<file path="config.mk">
export PLATFORM = sky130hd
export DESIGN_NAME = rpf_reset_status_filter
export DESIGN_NICKNAME = d
export VERILOG_FILES = /design/src/core/rpf_pkg.sv /design/src/core/rpf_filt_if.sv /design/src/core/rpf_reset_status_filter.sv /design/src/core/rpf_sync.sv /design/src/core/rpf_pin_filter.sv
export VERILOG_INCLUDE_DIRS = /design/src /design/src/core
export SDC_FILE = /design/constraint.sdc
export NUM_CORES = 1
export LEC_CHECK = 0
export ABC_AREA = 1
export ABC_CLOCK_PERIOD_IN_PS = 1400
export BUFFER_PORTS_ARGS = -buffer_cell sky130_fd_sc_hd__buf_4
export CORE_AREA = 5 5 64 78
export CTS_CLUSTER_SIZE = 40
export DETAILED_ROUTE_END_ITERATION = 6
export DIE_AREA = 0 0 69 83
export PLACE_DENSITY_LB_ADDON = 0.12
export RECOVER_POWER = 100
export SETUP_SLACK_MARGIN = 0.1
export SLEW_MARGIN = 10
export SYNTH_ARGS = -nofsm -noshare
export SYNTH_HDL_FRONTEND = slang
export SYNTH_SLANG_ARGS = --single-unit
</file>
<file path="constraint.sdc">
create_clock -name clk -period 1.4 [get_ports clk]
set_input_delay 0.14 -clock clk [delete_from_list [all_inputs] [get_ports clk]]
set_output_delay 0.14 -clock clk [all_outputs]
set_load 0.005 [all_outputs]
</file>
<file path="src/core/rpf_cfg.svh">
/*
 * Register map, field positions, reset values and counts of the reset
 * status and reset pin filter block.
 * Assumes an 8-bit register bus whose byte address is four times the index.
 */
`ifndef RPF_CFG_SVH
`define RPF_CFG_SVH

// Bus geometry
`define RPF_ADDR_W          8
`define RPF_DATA_W          8
`define RPF_IDX_W           6

// Register indices; byte address is index times four
`define RPF_IDX_CAUSE       6'h01
`define RPF_IDX_FCTRL       6'h04
`define RPF_IDX_FWIDTH      6'h05
`define RPF_IDX_IRQ_STAT    6'h06
`define RPF_IDX_IRQ_MASK    6'h07

// Reset cause flag positions
`define RPF_BIT_STOP_ACK    5
`define RPF_BIT_DEBUGGER    3
`define RPF_BIT_SOFTWARE    2
`define RPF_BIT_LOCKUP      1

// Filter control fields
`define RPF_FCTRL_W         3
`define RPF_BIT_STOP_SEL    2
`define RPF_RW_LSB          0
`define RPF_FCTRL_RST       3'h0
`define RPF_RW_OFF          2'h0
`define RPF_RW_BUS          2'h1
`define RPF_RW_LPO          2'h2
`define RPF_RW_RSVD         2'h3

// Filter width field
`define RPF_FWIDTH_W        5
`define RPF_FWIDTH_RST      5'h00

// Interrupt events
`define RPF_EV_W            3
`define RPF_EV_PIN_ASSERT   0
`define RPF_EV_PIN_RELEASE  1
`define RPF_EV_RSVD_SEL     2
`define RPF_EV_RST          3'h0

// Low-power-oscillator filter count in oscillator cycles
`define RPF_LPO_COUNT       3

`endif

</file>
<file path="src/core/rpf_pkg.sv">
/*
 * Types of the reset status and reset pin filter block.
 * Assumes nothing beyond a SystemVerilog compiler.
 */
package rpf_pkg;

    // Power mode reported by the mode controller
    typedef enum logic [2:0] {
        pm_run,
        pm_wait,
        pm_stop,
        pm_very_low_power_stop,
        pm_low_leakage_stop,
        pm_very_low_leakage_stop
    } rpf_power_mode_t;

    // Kind of chip reset, valid while rst is high
    typedef enum logic [1:0] {
        rk_power_on,
        rk_low_voltage_detect,
        rk_very_low_leakage_stop_wakeup,
        rk_other
    } rpf_reset_kind_t;

endpackage : rpf_pkg

</file>
<file path="src/core/rpf_filt_if.sv">
/*
 * Link between the control logic and one reset pin glitch filter.
 * Assumes both ends run on the same clock.
 */
`timescale 1ns/1ps

interface rpf_filt_if #(
    parameter int CNT_W = 5
);
    logic             tick;      // Filter sample strobe
    logic             clear;     // Forces filter state back to idle
    logic             raw;       // Synchronised pin level
    logic [CNT_W-1:0] count_m1;  // Required stable samples minus one
    logic             filt;      // Filtered pin level

    modport filt_end (input tick, input clear, input raw, input count_m1, output filt);
    modport ctl_end  (output tick, output clear, output raw, output count_m1, input filt);
endinterface : rpf_filt_if

</file>
<file path="src/core/rpf_reset_status_filter.sv">
/*
 * Reset cause status and reset pin filter setup of a reset controller.
 * Holds the second reset cause register, the filter control and width
 * registers, an interrupt status and mask pair, and two pin filters.
 * Assumes: rst is synchronous and high while any chip reset is active,
 * por is high with rst during a power-on reset only, the cause inputs
 * and reset_kind are valid while rst is high, and the reset pin and the
 * low-power-oscillator clock are asynchronous to clk.
 */
`timescale 1ns/1ps
`include "rpf_cfg.svh"

// Summary of operation
// - Second cause register is read-only flags
// - Power-on, voltage, deep-stop wakeup clear causes
// - Other resets set only their source flag
// - Bit 5 marks stop acknowledge timeout reset
// - Bit 3 marks debugger reset request
// - Bit 2 marks software reset request
// - Bit 1 marks core lockup reset
// - Reserved bits always read zero
// - Filter control kept except power-on reset
// - Bus filter cleared when off or stopping
// - Oscillator filter cleared when off
// - Bit 2 picks stop-mode filtering
// - Bits 1:0 pick run/wait filtering
// - Filter width kept except power-on reset
// - Bus filter count is width plus one
module rpf_reset_status_filter #(
    parameter int LPO_COUNT = `RPF_LPO_COUNT
) (
    input  wire logic                         clk,
    input  wire logic                         rst,
    input  wire logic                         por,
    input  wire rpf_pkg::rpf_reset_kind_t     reset_kind,
    input  wire logic                         stop_ack_timeout,
    input  wire logic                         debugger_reset_req,
    input  wire logic                         core_system_reset_request,
    input  wire logic                         core_lockup,
    input  wire rpf_pkg::rpf_power_mode_t     power_mode,
    input  wire logic                         lpo_clk_in,
    input  wire logic                         reset_pin_n_in,
    input  wire logic [`RPF_ADDR_W-1:0]       bus_addr,
    input  wire logic [`RPF_DATA_W-1:0]       bus_wdata,
    input  wire logic                         bus_wr,
    input  wire logic                         bus_rd,
    output logic      [`RPF_DATA_W-1:0]       bus_rdata,
    output logic                              reset_pin_filtered_n,
    output logic                              irq
);
    localparam int LPO_CW = (LPO_COUNT > 1) ? $clog2(LPO_COUNT) : 1;

    if (LPO_COUNT < 1) begin : g_bad_lpo_count
        $error("rpf_reset_status_filter: LPO_COUNT must be at least 1");
    end

    // Registers
    logic [`RPF_DATA_W-1:0]   cause_reg;
    logic [`RPF_FCTRL_W-1:0]  fctrl_reg;
    logic [`RPF_FWIDTH_W-1:0] fwidth_reg;
    logic [`RPF_EV_W-1:0]     irq_stat_reg;
    logic [`RPF_EV_W-1:0]     irq_mask_reg;
    logic [`RPF_EV_W-1:0]     irq_stat_next;
    logic [`RPF_DATA_W-1:0]   rdata_next;

    // Pin and oscillator sampling
    logic [1:0]               sync_q;
    logic                     pin_s;
    logic                     lpo_s;
    logic                     lpo_prev_reg;
    logic                     lpo_tick;

    // Mode and selection
    logic                     in_stop;
    logic                     was_stop_reg;
    logic                     stop_entry;
    logic [1:0]               rw_sel;
    logic                     stop_sel;
    logic                     bus_en;
    logic                     lpo_en;
    logic                     filt_level;
    logic                     filt_prev_reg;

    // Bus decode
    logic [`RPF_IDX_W-1:0]    idx;
    logic                     aligned;
    logic                     wr_fctrl;
    logic                     wr_fwidth;
    logic                     wr_stat;
    logic                     wr_mask;
    logic [`RPF_EV_W-1:0]     events;

    rpf_filt_if #(.CNT_W(`RPF_FWIDTH_W)) bus_fif ();
    rpf_filt_if #(.CNT_W(LPO_CW))        lpo_fif ();

    // Pin and oscillator both reset high; both synchronised
    rpf_sync #(
        .WIDTH     (2),
        .RESET_VAL (1'b1)
    ) u_sync (
        .clk      (clk),
        .rst      (rst),
        .async_in ({lpo_clk_in, reset_pin_n_in}),
        .sync_out (sync_q)
    );

    assign pin_s = sync_q[0];
    assign lpo_s = sync_q[1];

    // Rising edge of the oscillator gives the slow filter its sample tick
    always_ff @(posedge clk) begin
        if (rst) begin
            lpo_prev_reg <= 1'b1;
        end else begin
            lpo_prev_reg <= lpo_s;
        end
    end

    assign lpo_tick = lpo_s & ~lpo_prev_reg;

    // Address decode; byte address is index times four
    assign idx       = bus_addr[`RPF_ADDR_W-1:2];
    assign aligned   = (bus_addr[1:0] == 2'h0);
    assign wr_fctrl  = bus_wr && aligned && (idx == `RPF_IDX_FCTRL);
    assign wr_fwidth = bus_wr && aligned && (idx == `RPF_IDX_FWIDTH);
    assign wr_stat   = bus_wr && aligned && (idx == `RPF_IDX_IRQ_STAT);
    assign wr_mask   = bus_wr && aligned && (idx == `RPF_IDX_IRQ_MASK);

    // Capture the reset cause while the chip reset is active
    always_ff @(posedge clk) begin
        if (por) begin
            cause_reg <= '0;
        end else if (rst) begin
            cause_reg <= '0;
            case (reset_kind)
                rpf_pkg::rk_power_on,
                rpf_pkg::rk_low_voltage_detect,
                rpf_pkg::rk_very_low_leakage_stop_wakeup: begin
                    cause_reg <= '0;
                end
                rpf_pkg::rk_other: begin
                    // One flag only, highest source wins
                    if (stop_ack_timeout) begin
                        cause_reg[`RPF_BIT_STOP_ACK] <= 1'b1;
                    end else if (debugger_reset_req) begin
                        cause_reg[`RPF_BIT_DEBUGGER] <= 1'b1;
                    end else if (core_system_reset_request) begin
                        cause_reg[`RPF_BIT_SOFTWARE] <= 1'b1;
                    end else if (core_lockup) begin
                        cause_reg[`RPF_BIT_LOCKUP] <= 1'b1;
                    end
                end
                default: begin
                    cause_reg <= '0;
                end
            endcase
        end
    end

    // Filter control survives every reset but power-on
    always_ff @(posedge clk) begin
        if (por) begin
            fctrl_reg <= `RPF_FCTRL_RST;
        end else if (wr_fctrl) begin
            fctrl_reg <= bus_wdata[`RPF_FCTRL_W-1:0];
        end
    end

    // Filter width survives every reset but power-on
    always_ff @(posedge clk) begin
        if (por) begin
            fwidth_reg <= `RPF_FWIDTH_RST;
        end else if (wr_fwidth) begin
            fwidth_reg <= bus_wdata[`RPF_FWIDTH_W-1:0];
        end
    end

    // Mode tracking for stop entry
    assign in_stop = (power_mode == rpf_pkg::pm_stop) ||
                     (power_mode == rpf_pkg::pm_very_low_power_stop) ||
                     (power_mode == rpf_pkg::pm_low_leakage_stop) ||
                     (power_mode == rpf_pkg::pm_very_low_leakage_stop);

    always_ff @(posedge clk) begin
        if (rst) begin
            was_stop_reg <= 1'b0;
        end else begin
            was_stop_reg <= in_stop;
        end
    end

    assign stop_entry = in_stop & ~was_stop_reg;

    // Filter selection by mode; the reserved run/wait code filters nothing
    assign rw_sel   = fctrl_reg[`RPF_RW_LSB +: 2];
    assign stop_sel = fctrl_reg[`RPF_BIT_STOP_SEL];
    assign bus_en   = ~in_stop && (rw_sel == `RPF_RW_BUS);
    assign lpo_en   = in_stop ? stop_sel : (rw_sel == `RPF_RW_LPO);

    // Bus-clock filter hookup
    assign bus_fif.tick     = 1'b1;
    assign bus_fif.clear    = ~bus_en | stop_entry;
    assign bus_fif.raw      = pin_s;
    assign bus_fif.count_m1 = fwidth_reg;

    // Oscillator filter hookup
    assign lpo_fif.tick     = lpo_tick;
    assign lpo_fif.clear    = ~lpo_en;
    assign lpo_fif.raw      = pin_s;
    assign lpo_fif.count_m1 = LPO_CW'(LPO_COUNT - 1);

    rpf_pin_filter u_bus_filter (
        .clk (clk),
        .rst (rst),
        .fif (bus_fif)
    );

    rpf_pin_filter u_lpo_filter (
        .clk (clk),
        .rst (rst),
        .fif (lpo_fif)
    );

    // Pick the active filter or the bare synchronised pin
    always_comb begin
        if (bus_en) begin
            filt_level = bus_fif.filt;
        end else if (lpo_en) begin
            filt_level = lpo_fif.filt;
        end else begin
            filt_level = pin_s;
        end
    end

    // Registered filtered pin and edge history
    always_ff @(posedge clk) begin
        if (rst) begin
            reset_pin_filtered_n <= 1'b1;
            filt_prev_reg        <= 1'b1;
        end else begin
            reset_pin_filtered_n <= filt_level;
            filt_prev_reg        <= reset_pin_filtered_n;
        end
    end

    // Events: pin asserted, pin released, reserved select written
    always_comb begin
        events = '0;
        events[`RPF_EV_PIN_ASSERT]  = filt_prev_reg & ~reset_pin_filtered_n;
        events[`RPF_EV_PIN_RELEASE] = ~filt_prev_reg & reset_pin_filtered_n;
        events[`RPF_EV_RSVD_SEL]    = wr_fctrl && (bus_wdata[`RPF_RW_LSB +: 2] == `RPF_RW_RSVD);
    end

    // Sticky status, write one to clear, a new event beats the clear
    always_comb begin
        irq_stat_next = irq_stat_reg;
        if (wr_stat) begin
            irq_stat_next = irq_stat_reg & ~bus_wdata[`RPF_EV_W-1:0];
        end
        irq_stat_next = irq_stat_next | events;
    end

    always_ff @(posedge clk) begin
        if (rst) begin
            irq_stat_reg <= `RPF_EV_RST;
        end else begin
            irq_stat_reg <= irq_stat_next;
        end
    end

    // Interrupt mask
    always_ff @(posedge clk) begin
        if (rst) begin
            irq_mask_reg <= `RPF_EV_RST;
        end else if (wr_mask) begin
            irq_mask_reg <= bus_wdata[`RPF_EV_W-1:0];
        end
    end

    assign irq = |(irq_stat_reg & irq_mask_reg);

    // Read mux; unmapped addresses and reserved bits read zero
    always_comb begin
        rdata_next = '0;
        if (bus_rd && aligned) begin
            case (idx)
                `RPF_IDX_CAUSE:    rdata_next = cause_reg;
                `RPF_IDX_FCTRL:    rdata_next[`RPF_FCTRL_W-1:0] = fctrl_reg;
                `RPF_IDX_FWIDTH:   rdata_next[`RPF_FWIDTH_W-1:0] = fwidth_reg;
                `RPF_IDX_IRQ_STAT: rdata_next[`RPF_EV_W-1:0] = irq_stat_reg;
                `RPF_IDX_IRQ_MASK: rdata_next[`RPF_EV_W-1:0] = irq_mask_reg;
                default:           rdata_next = '0;
            endcase
        end
    end

    // Read data stands for one cycle after the strobe
    always_ff @(posedge clk) begin
        if (rst) begin
            bus_rdata <= '0;
        end else begin
            bus_rdata <= rdata_next;
        end
    end
endmodule : rpf_reset_status_filter

</file>
<file path="src/core/rpf_sync.sv">
/*
 * Two flip-flop synchroniser for a group of asynchronous levels.
 * Assumes the inputs change slowly against clk.
 */
`timescale 1ns/1ps

module rpf_sync #(
    parameter int         WIDTH     = 1,
    parameter logic [0:0] RESET_VAL = 1'b0
) (
    input  wire logic             clk,
    input  wire logic             rst,
    input  wire logic [WIDTH-1:0] async_in,
    output logic      [WIDTH-1:0] sync_out
);
    logic [WIDTH-1:0] meta_reg;

    if (WIDTH < 1) begin : g_bad_width
        $error("rpf_sync: WIDTH must be at least 1");
    end

    // First stage feeds only the second
    always_ff @(posedge clk) begin
        if (rst) begin
            meta_reg <= {WIDTH{RESET_VAL}};
            sync_out <= {WIDTH{RESET_VAL}};
        end else begin
            meta_reg <= async_in;
            sync_out <= meta_reg;
        end
    end
endmodule : rpf_sync

</file>
<file path="src/core/rpf_pin_filter.sv">
/*
 * One reset pin glitch filter: the output follows the input only after
 * the input has held a new level for count_m1+1 consecutive ticks.
 * Assumes raw is already synchronised to clk.
 */
`timescale 1ns/1ps

module rpf_pin_filter (
    input  wire logic clk,
    input  wire logic rst,
    rpf_filt_if.filt_end fif
);
    localparam int CW = $bits(fif.count_m1);

    logic [CW-1:0] cnt_reg;
    logic          filt_reg;

    assign fif.filt = filt_reg;

    // Count agreeing samples, flip after the full run
    always_ff @(posedge clk) begin
        if (rst || fif.clear) begin
            cnt_reg  <= '0;
            filt_reg <= fif.raw;
        end else if (fif.tick) begin
            if (fif.raw == filt_reg) begin
                cnt_reg <= '0;
            end else if (cnt_reg >= fif.count_m1) begin
                cnt_reg  <= '0;
                filt_reg <= fif.raw;
            end else begin
                cnt_reg <= cnt_reg + CW'(1);
            end
        end
    end
endmodule : rpf_pin_filter

</file>
==> Word-level counts from Yosys, hierarchy flattened <==
Cells that the tools add are included.
{ "word_totals": {"out_inout_bits": 10, "wordCells": 107, "reg_bits": 41, "inputBits": 32} }
{ "op_classes": {"muxes": 24, "n_addsub": 2, "n_eq_ne": 19, "magnitude_cmp": 2, "reduce_logical": 25, "bitwise": 18} }
{ "op_table": {"columns": ["cell", "count"], "rows": [
  ["$eq A6 B3 Y1 const B", 4],
  ["$mux W1", 15],
  ["$pmux W3 S5", 1],
  ["$reduce_or A3 Y1", 4],
  ["$not A1 Y1", 9],
  ["$eq A2 B2 Y1 const B", 4],
  ["$logic_and A1 B1 Y1", 8],
  ["$and A3 B3 Y3", 2],
  ["$eq A3 B2 Y1 const B", 2],
  ["$eq A3 B3 Y1 const B", 2],
  ["$eq A6 B1 Y1 const B", 1],
  ["$mux W2", 3],
  ["$mux W3", 2],
  ["$pmux W3 S2", 1],
  ["$reduce_bool A2 Y1", 3],
  ["$add A5 B1 Y5 const B", 1],
  ["$ge A5 B5 Y1", 1],
  ["$logic_or A1 B1 Y1", 5],
  ["$and A1 B1 Y1", 4],
  ["$eq A2 B1 Y1 const B", 2],
  ["$logic_not A2 Y1", 2],
  ["$ne A2 B1 Y1 const B", 2],
  ["$pmux W2 S2", 1],
  ["$not A3 Y3", 1],
  ["other kinds (9)", 10]
]} }

==> Longest topological paths before layout <==
Gate-level depths: netlist of the first run.
{ "logic_depth": {"ltp_word": 11, "depth_mapped": 8, "ltp_nobuf": 8} }

==> By module <==
A second synthesis of the first run with hierarchy kept.
{ "unflattened": {"cells_unflattened": 306, "area_unflattened_um2": 2124.5} }
{ "by_module_without_submodules": {"columns": ["mod", "instances", "cells_each", "area_each_um2", "seq_area_each_um2"], "rows": [
  ["rpf_reset_status_filter", 1, 188, 1327.5, 540.5],
  ["rpf_pin_filter (u_bus_filter)", 1, 75, 471.7, 130.1],
  ["rpf_pin_filter (u_lpo_filter)", 1, 30, 209.0, 70.1],
  ["rpf_sync", 1, 13, 116.4, 80.1]
]} }

==> Worst setup path before layout of the first run <==
No wires, ideal clock.
{ "synth_path": {"path_kind": "reg-to-reg", "from": "reg fwidth_reg[4], in the netlist bus_fif.count_m1[4]", "to": "reg u_bus_filter.filt_reg, in the netlist u_bus_filter.fif.filt (enable)", "required_ns": 1.096, "arrival_ns": 1.043, "path_slack_ns": 0.053, "setup_ns": 0.304, "n_path_buf": 0, "path_stages_with_launch": 7, "synth_period_minus_slack_ns": 1.347, "cell_sequence": "dfxtp_1 > inv_1 > ha_1 > nand3_1 > o21ai_0 > nor2_1 > o21bai_1"} }
{ "synth_via": {"elab_chain_len": 3} }
{ "synth_lines": {"columns": ["element", "line", "source"], "rows": [
  ["start, declared", "rpf_reset_status_filter.sv:60", "logic [`RPF_FWIDTH_W-1:0] fwidth_reg;"],
  ["start signal, assigned", "rpf_reset_status_filter.sv:172", "fwidth_reg <= `RPF_FWIDTH_RST;"],
  ["start signal, assigned", "rpf_reset_status_filter.sv:174", "fwidth_reg <= bus_wdata[`RPF_FWIDTH_W-1:0];"],
  ["$ge A5 B5 Y1", "rpf_pin_filter.sv:28", "end else if (cnt_reg >= fif.count_m1) begin"],
  ["$reduce_bool A2 Y1 (no line)", null, null],
  ["$reduce_and A2 Y1 (no line)", null, null],
  ["end signal, assigned", "rpf_pin_filter.sv:24", "filt_reg <= fif.raw;"],
  ["end signal, assigned", "rpf_pin_filter.sv:30", "filt_reg <= fif.raw;"],
  ["end, declared", "rpf_pin_filter.sv:16", "logic filt_reg;"]
]} }
Every way passes these cells.
A chain may end at the register's enable or synchronous reset.

==> Worst setup path after layout of the first run <==
{ "layout_path": {"from": "reg fwidth_reg[1], in the netlist bus_fif.count_m1[1]", "to": "reg u_bus_filter.filt_reg, in the netlist u_bus_filter.fif.filt (enable)"} }
Same word-level chain as after synthesis.

==> impl_metrics.env, run 1 <==
export IMPL_clk_latency_ps=300
export IMPL_final_cell_mix="nand2_1 (43), nor2_1 (32), buf_4 (32)"
export IMPL_routed_via_density=4.713
export IMPL_p_comb_frac=0.083
export IMPL_drive_gt1_frac=0.2899
export IMPL_cts_hold_buf=0
export IMPL_hold_viol=0
export IMPL_ys_seq_area_frac=0.4288
export IMPL_synth_xor_area_share=0.01830
export IMPL_cts_htree_levels=2
export IMPL_finalMaxSlewViolations=0
export IMPL_grt_use_total=0.1561
export IMPL_period_share=0.9750
export IMPL_fin_area_mm2=0.002442
export IMPL_die_h_um=83
export IMPL_vias=1711
export IMPL_rsz0062_at_grt="true"
export IMPL_largest_register_ffs=6
export IMPL_antenna_left=0
export IMPL_netSwitchingFraction=0.2399
export IMPL_p_switching_w=0.0005177
export IMPL_rows=26
export IMPL_syn_inst=259
export IMPL_grt_use_met3=0.04589
export IMPL_numCtsBuffers=5
export IMPL_synth_simple_area_share=0.3346
export IMPL_setup_viol=0
export IMPL_grt_start_max_net_pins=14
export IMPL_final_common_cell="nand2_1"
export IMPL_fmax_mhz=732.6
export IMPL_initial_core_util=0.4597
export IMPL_ys_types=27
export IMPL_io_buffer_count=35
export IMPL_firstDrtPassIters=4
export IMPL_remaining_drc_errors=0
export IMPL_powerDensity_mw_per_mm2=883.7
export IMPL_grt_pass1_vias=1633
export IMPL_drt_iter0_markers=84
export IMPL_hp_class="in -> reg"
export IMPL_wl_per_cell_um=11.64
export IMPL_status="finished clean"
export IMPL_clockBufferDepth=2
export IMPL_ff2ff_setup_slack_ps=40
export IMPL_fillers=431
export IMPL_crit_fanout=3
export IMPL_use_met2=0.2691
export IMPL_io_pins=42
export IMPL_grt_pass1_wl_um=7320
export IMPL_fin_crit_ps=1365
export IMPL_slowest_delay_ps=350
export IMPL_dp_cells=352
export IMPL_die_w_um=69
export IMPL_cp_start_kind="register"
export IMPL_root_buffer="clkbuf_8"
export IMPL_ir_drop_mv=0.7134
export IMPL_busiest_layer="met2"
export IMPL_worst_ep_required_time_ps=1410
export IMPL_synth_edff_count=2
export IMPL_synth_compound_area_frac=0.08366
export IMPL_use_met1=0.1820
export IMPL_ys_warnings_count=0
export IMPL_grt_ovfl_total=0
export IMPL_ys_seq_elements=40
export IMPL_synth_fa_ha_area_frac=0.03922
export IMPL_synth_ff_type="dfxtp_1"
export IMPL_finClkSkew_ps=3.617
export IMPL_cts_sinks=40
export IMPL_cpMaxStageDelayCell="dfxtp_2"
export IMPL_fin_ws_ps=35.01
export IMPL_place_gp_congestion=0.8274
export IMPL_regArea_um2=830.8
export IMPL_synth_area_per_cell_um2=7.391
export IMPL_dieArea_mm2=0.005727
export IMPL_finalWirelength_um=4225
export IMPL_p_clk_frac=0.375
export IMPL_fin_cells=363
export IMPL_cts_tree="done"
export IMPL_synth_top_family_by_area="simple AND/OR/NAND/NOR gates"
export IMPL_area_growth_pct=27.58
export IMPL_antenna_found_initial=0
export IMPL_leakagePower_nw=1.048
export IMPL_pre_cts_slack_ps=-3.098
export IMPL_tightest_slew_ps=518.5
export IMPL_path_cells="inv_1 > ha_1 > o21ai_2 > o21ai_2 > nor2_2 > o21bai_1"
export IMPL_core_area_mm2=0.004164
export IMPL_diodes=0
export IMPL_clkTransAtPathRegs_ps=80
export IMPL_ys_async_sr_fraction=0
export IMPL_hpwl_um=3362
export IMPL_multi_input_area_um2=978.4
export IMPL_p_int_w=0.001641
export IMPL_cp_common_cell="o21ai_2"
export IMPL_drv_cap=0
export IMPL_place_area_mm2=0.002280
export IMPL_arrival_ps=1370
export IMPL_relSlewSlack=0.6543
export IMPL_syn_area_mm2=0.001914
export IMPL_nNetsFinal=344
export IMPL_pwr_share_seq=0.542
export IMPL_end_kind="register"
export IMPL_synthMuxAreaShare=0
export IMPL_criticalPathCategory="reg -> reg"
==> stage by stage <==
stage	hold WS (ps)	util	total power, W	TNS (ps)
6_report	19.88	0.5865	0.002158	0
5_1_grt	18.11	0.5865	0.002250	-20.41
4_1_cts	16.16	0.5895	0.002188	0
3_5_place_dp	329.9	0.5475	0.001383	-3.098
3_3_place_gp	326.1	0.5475	0.001381	0
2_1_floorplan	209.1	-	0.001287	0
==> area by class of cell <==
type | count | area share
clock buffers | 6 | 0.03381
well taps | 56 | 0.02869
clock inverters | 2 | 0.005635
flip-flops and latches | 40 | 0.3402
repair buffers | 44 | 0.1306
multi-input cells | 177 | 0.4006
inverters | 38 | 0.06045
==> worst max-delay path, delay by kind of cell (launching register included) <==
kind,cells,cell delay (ps)
flip-flops,1,350
AO/OA/AOI/OAI,3,350
adder cells (fa/ha/maj),1,270
AND/OR/NAND/NOR,1,60
buffers and inverters,1,40
==> cell families after synthesis <==
group	Yosys count
AO/OA/AOI/OAI	31
XOR/XNOR	4
adder cells (fa/ha/maj)	6
buffers and inverters	43
flip-flops	40
other	1
AND/OR/NAND/NOR	134
==> power by group through the flow <==
| stage | Clock (W) | Sequential, W | Combinational [W] |
|---|---|---|---|
| finish | 0.000809 | 0.00117 | 0.000180 |
| global route | 0.000875 | 0.00117 | 0.000204 |
| CTS | 0.000831 | 0.00117 | 0.000188 |
| detailed placement | 0 | 0.00120 | 0.000186 |
| global placement | 0 | 0.00120 | 0.000185 |
| floorplan | 0 | 0.00119 | 0.0000926 |
==> worst paths after layout <==
path	start	end	cells after the start
setup / recovery	bus_fif.count_m1[1]$_SDFFE_PP0P_	u_bus_filter.fif.filt$_DFFE_PP_	6
hold / removal	lpo_clk_in	u_sync.meta_reg[1]$_SDFF_PP1_	2
setup reg to reg	bus_fif.count_m1[1]$_SDFFE_PP0P_	u_bus_filter.fif.filt$_DFFE_PP_	6
hold reg to reg	u_sync.meta_reg[1]$_SDFF_PP1_	u_sync.sync_out[1]$_SDFF_PP1_	1
==> routing by layer <==
metal	routed length, um	part of all wire	up-vias
met5	0	0	-
met4	71	0.017	0
met3	195	0.046	5
met2	2055	0.49	37
met1	1902	0.45	746
li1	-	-	923
==> cells in the mapped netlist (3+ instances only) <==
| cell type | n | area (um^2) |
|---|---|---|
| ha_1 | 6 | 75.07 |
| nand2_1 | 43 | 161.4 |
| nand3_1 | 30 | 150.1 |
| nor2_4 | 5 | 56.30 |
| or2_2 | 5 | 31.28 |
| dfxtp_1 | 38 | 760.7 |
| a21oi_1 | 13 | 65.06 |
| o21ai_0 | 16 | 80.08 |
| buf_4 | 3 | 22.52 |
| nand4_1 | 10 | 62.56 |
| xnor2_1 | 3 | 26.28 |
| nor2_1 | 34 | 127.6 |
| inv_1 | 35 | 131.4 |
==> repair_timing <==
action                                  in CTS  in global routing
buffers inserted                             3                  0
cloned                                       0                  0
endpoints found under the hold margin        0                  0
gates resized for setup                     17                  8
endpoints found under the setup margin       6                  7
pin swaps                                   13                  6
(Power assumes the default switching activity.)
==> run 2: changes to the inputs <==
--- a/config.mk
+++ b/config.mk
@@ -14,7 +14,7 @@
 export DETAILED_ROUTE_END_ITERATION = 6
 export DIE_AREA = 0 0 69 83
 export PLACE_DENSITY_LB_ADDON = 0.12
-export RECOVER_POWER = 100
+export RECOVER_POWER = 25
 export SETUP_SLACK_MARGIN = 0.1
 export SLEW_MARGIN = 10
 export SYNTH_ARGS = -nofsm -noshare
==> run 2 against run 1 <==
Hold slack hardly changed. Die area stayed put. Sequential share of layout area is 0.38 points lower. Count of clock-buffer cells in the layout stayed put. Utilization is 0.66 points higher. Critical path depth stayed put. Maximum frequency hardly changed. Non-clock buffer count stayed put. Sequential cell count stayed put. Sequential power hardly changed. Setup slack better by 0.59 ps. Register-to-register slack hardly changed. Critical path type unchanged. Highest routed layer unchanged.
==> impl_metrics.env, run 2 (same netlist as run 1, synthesis figures left out) <==
export IMPL_cts_sinks=40
export IMPL_clkTransAtPathRegs_ps=80
export IMPL_use_met2=0.2691
export IMPL_leakagePower_nw=1.072
export IMPL_core_area_mm2=0.004164
export IMPL_finalMaxSlewViolations=0
export IMPL_io_pins=42
export IMPL_antenna_found_initial=0
export IMPL_place_gp_congestion=0.8274
export IMPL_drive_gt1_frac=0.3062
export IMPL_dieArea_mm2=0.005727
export IMPL_dp_cells=352
export IMPL_fin_crit_ps=1364
export IMPL_clockBufferDepth=2
export IMPL_vias=1716
export IMPL_cp_common_cell="o21ai_2"
export IMPL_die_h_um=83
export IMPL_rsz0062_at_grt="true"
export IMPL_final_cell_mix="nand2_1 (42), buf_4 (42), inv_1 (31), nor2_1 (31), dfxtp_1 (30)"
export IMPL_crit_start="bus_fif.count_m1[1]$_SDFFE_PP0P_"
export IMPL_drt_iter0_markers=104
export IMPL_ff2ff_setup_slack_ps=40
export IMPL_fillers=425
export IMPL_busiest_layer="met2"
export IMPL_grt_use_met3=0.04589
export IMPL_powerDensity_mw_per_mm2=876.0
export IMPL_period_share=0.9746
export IMPL_p_comb_frac=0.085
export IMPL_largest_register_ffs=6
export IMPL_finClkSkew_ps=3.576
export IMPL_root_buffer="clkbuf_8"
export IMPL_grt_pass1_vias=1633
export IMPL_remaining_drc_errors=0
export IMPL_grt_pass1_wl_um=7320
export IMPL_hpwl_um=3362
export IMPL_pwr_share_seq=0.540
export IMPL_numCtsBuffers=5
export IMPL_fmax_mhz=732.9
export IMPL_io_buffer_count=35
export IMPL_cpMaxStageDelayCell="dfxtp_2"
export IMPL_nNetsFinal=344
export IMPL_path_buf_inv=1
export IMPL_crit_fanout=3
export IMPL_setup_viol=0
export IMPL_netSwitchingFraction=0.2407
export IMPL_crit_reg2reg_launch="bus_fif.count_m1[1]$_SDFFE_PP0P_"
export IMPL_grt_ovfl_total=0
export IMPL_area_growth_pct=29.02
export IMPL_p_clk_frac=0.374
export IMPL_fin_cells=363
export IMPL_arrival_ps=1370
export IMPL_initial_core_util=0.4597
export IMPL_diodes=0
export IMPL_p_int_w=0.001643
export IMPL_finalWirelength_um=4223
export IMPL_rows=26
export IMPL_firstDrtPassIters=4
export IMPL_grt_use_total=0.1561
export IMPL_utilization=0.5931
export IMPL_relSlewSlack=0.6481
export IMPL_grt_start_max_net_pins=14
export IMPL_cts_htree_levels=2
export IMPL_r2r_end="u_bus_filter.fif.filt$_DFFE_PP_"
export IMPL_pre_cts_slack_ps=-3.098
export IMPL_drv_cap=0
export IMPL_crit_family="flip-flops"
export IMPL_die_w_um=69
export IMPL_cp_start_kind="register"
export IMPL_p_switching_w=0.0005208
export IMPL_multi_input_area_mm2=0.001002
export IMPL_criticalPathCategory="reg -> reg"
export IMPL_end_kind="register"
export IMPL_routed_via_density=4.727
export IMPL_hold_viol=0
export IMPL_ir_drop_mv=0.7149
export IMPL_worst_ep_required_time_ps=1410
export IMPL_fin_ws_ps=35.60
export IMPL_whs_endpoint="u_sync.meta_reg[1]$_SDFF_PP1_"
export IMPL_antenna_left=0
export IMPL_slowest_delay_ps=350
export IMPL_cts_hold_buf=0
export IMPL_status="finished clean"
export IMPL_clk_latency_ps=300
export IMPL_tightest_slew_ps=527.8
export IMPL_hp_class="in -> reg"
export IMPL_reg2regPathDepth=6
export IMPL_cts_tree="done"
export IMPL_min_from="lpo_clk_in"
export IMPL_use_met1=0.1820
export IMPL_whs_path_depth=2
export IMPL_regArea_um2=830.8
export IMPL_path_cells="inv_1 > ha_1 > o21ai_2 > o21ai_2 > nor2_2 > o21bai_1"
export IMPL_wl_per_cell_um=11.63
[run 2: changes by cell type in the layout (fill, tap and decap cells not counted), sizes merged]
cell,previous run,this run
clkbuf,18,8
buf,32,42
[run 2: final cells by class]
cell class	count	area share
clock buffer	6	0.03343
clock inverter	2	0.005572
inverter	38	0.05978
multi-input combinational	177	0.4058
sequential	40	0.3364
tap	56	0.02837
timing repair buffer	44	0.1307
[run 2: stage by stage]
stage	hold slack (ps)	total power (W)	TNS, ps	instance area, um^2
2_1_floorplan	209.1	0.001287	0	1933
3_3_place_gp	326.1	0.001381	0	2280
3_5_place_dp	329.9	0.001383	-3.098	2280
4_1_cts	16.16	0.002188	0	2455
5_1_grt	18.11	0.002255	-20.41	2470
6_report	19.74	0.002164	0	2470
[run 2: power groups by stage]
stage / logic (W) / clock network, W / registers (W)
3_3_place_gp: 0.000185 / 0 / 0.00120
4_1_cts: 0.000188 / 0.000831 / 0.00117
2_1_floorplan: 0.0000926 / 0 / 0.00119
3_5_place_dp: 0.000186 / 0 / 0.00120
5_1_grt: 0.000209 / 0.000875 / 0.00117
6_report: 0.000185 / 0.000809 / 0.00117
[run 2: how the worst max path moves through the flow]
| stage | to | slack [ps] | depth (start not counted) |
|---|---|---|---|
| finish | u_bus_filter.fif.filt$_DFFE_PP_ | 40 | 6 |
| floorplan | u_bus_filter.fif.filt$_DFFE_PP_ | 100 | 6 |
| global route | u_bus_filter.fif.filt$_DFFE_PP_ | -20 | 6 |
| CTS | u_bus_filter.fif.filt$_DFFE_PP_ | 50 | 6 |
| global placement | u_bus_filter.fif.filt$_DFFE_PP_ | 30 | 6 |
| detailed placement | u_bus_filter.fif.filt$_DFFE_PP_ | -3 | 6 |
[run 2: routing by layer]
layer | routed length (um) | share of wire
met5 | 0 | 0
met4 | 69 | 0.016
met3 | 218 | 0.052
met2 | 2070 | 0.49
met1 | 1865 | 0.44
[run 2: timing repair]
action	4_1_cts	5_1_grt
setup buffers	3	0
setup endpoints to repair	6	7
resized for setup	17	8
pin swaps	13	6
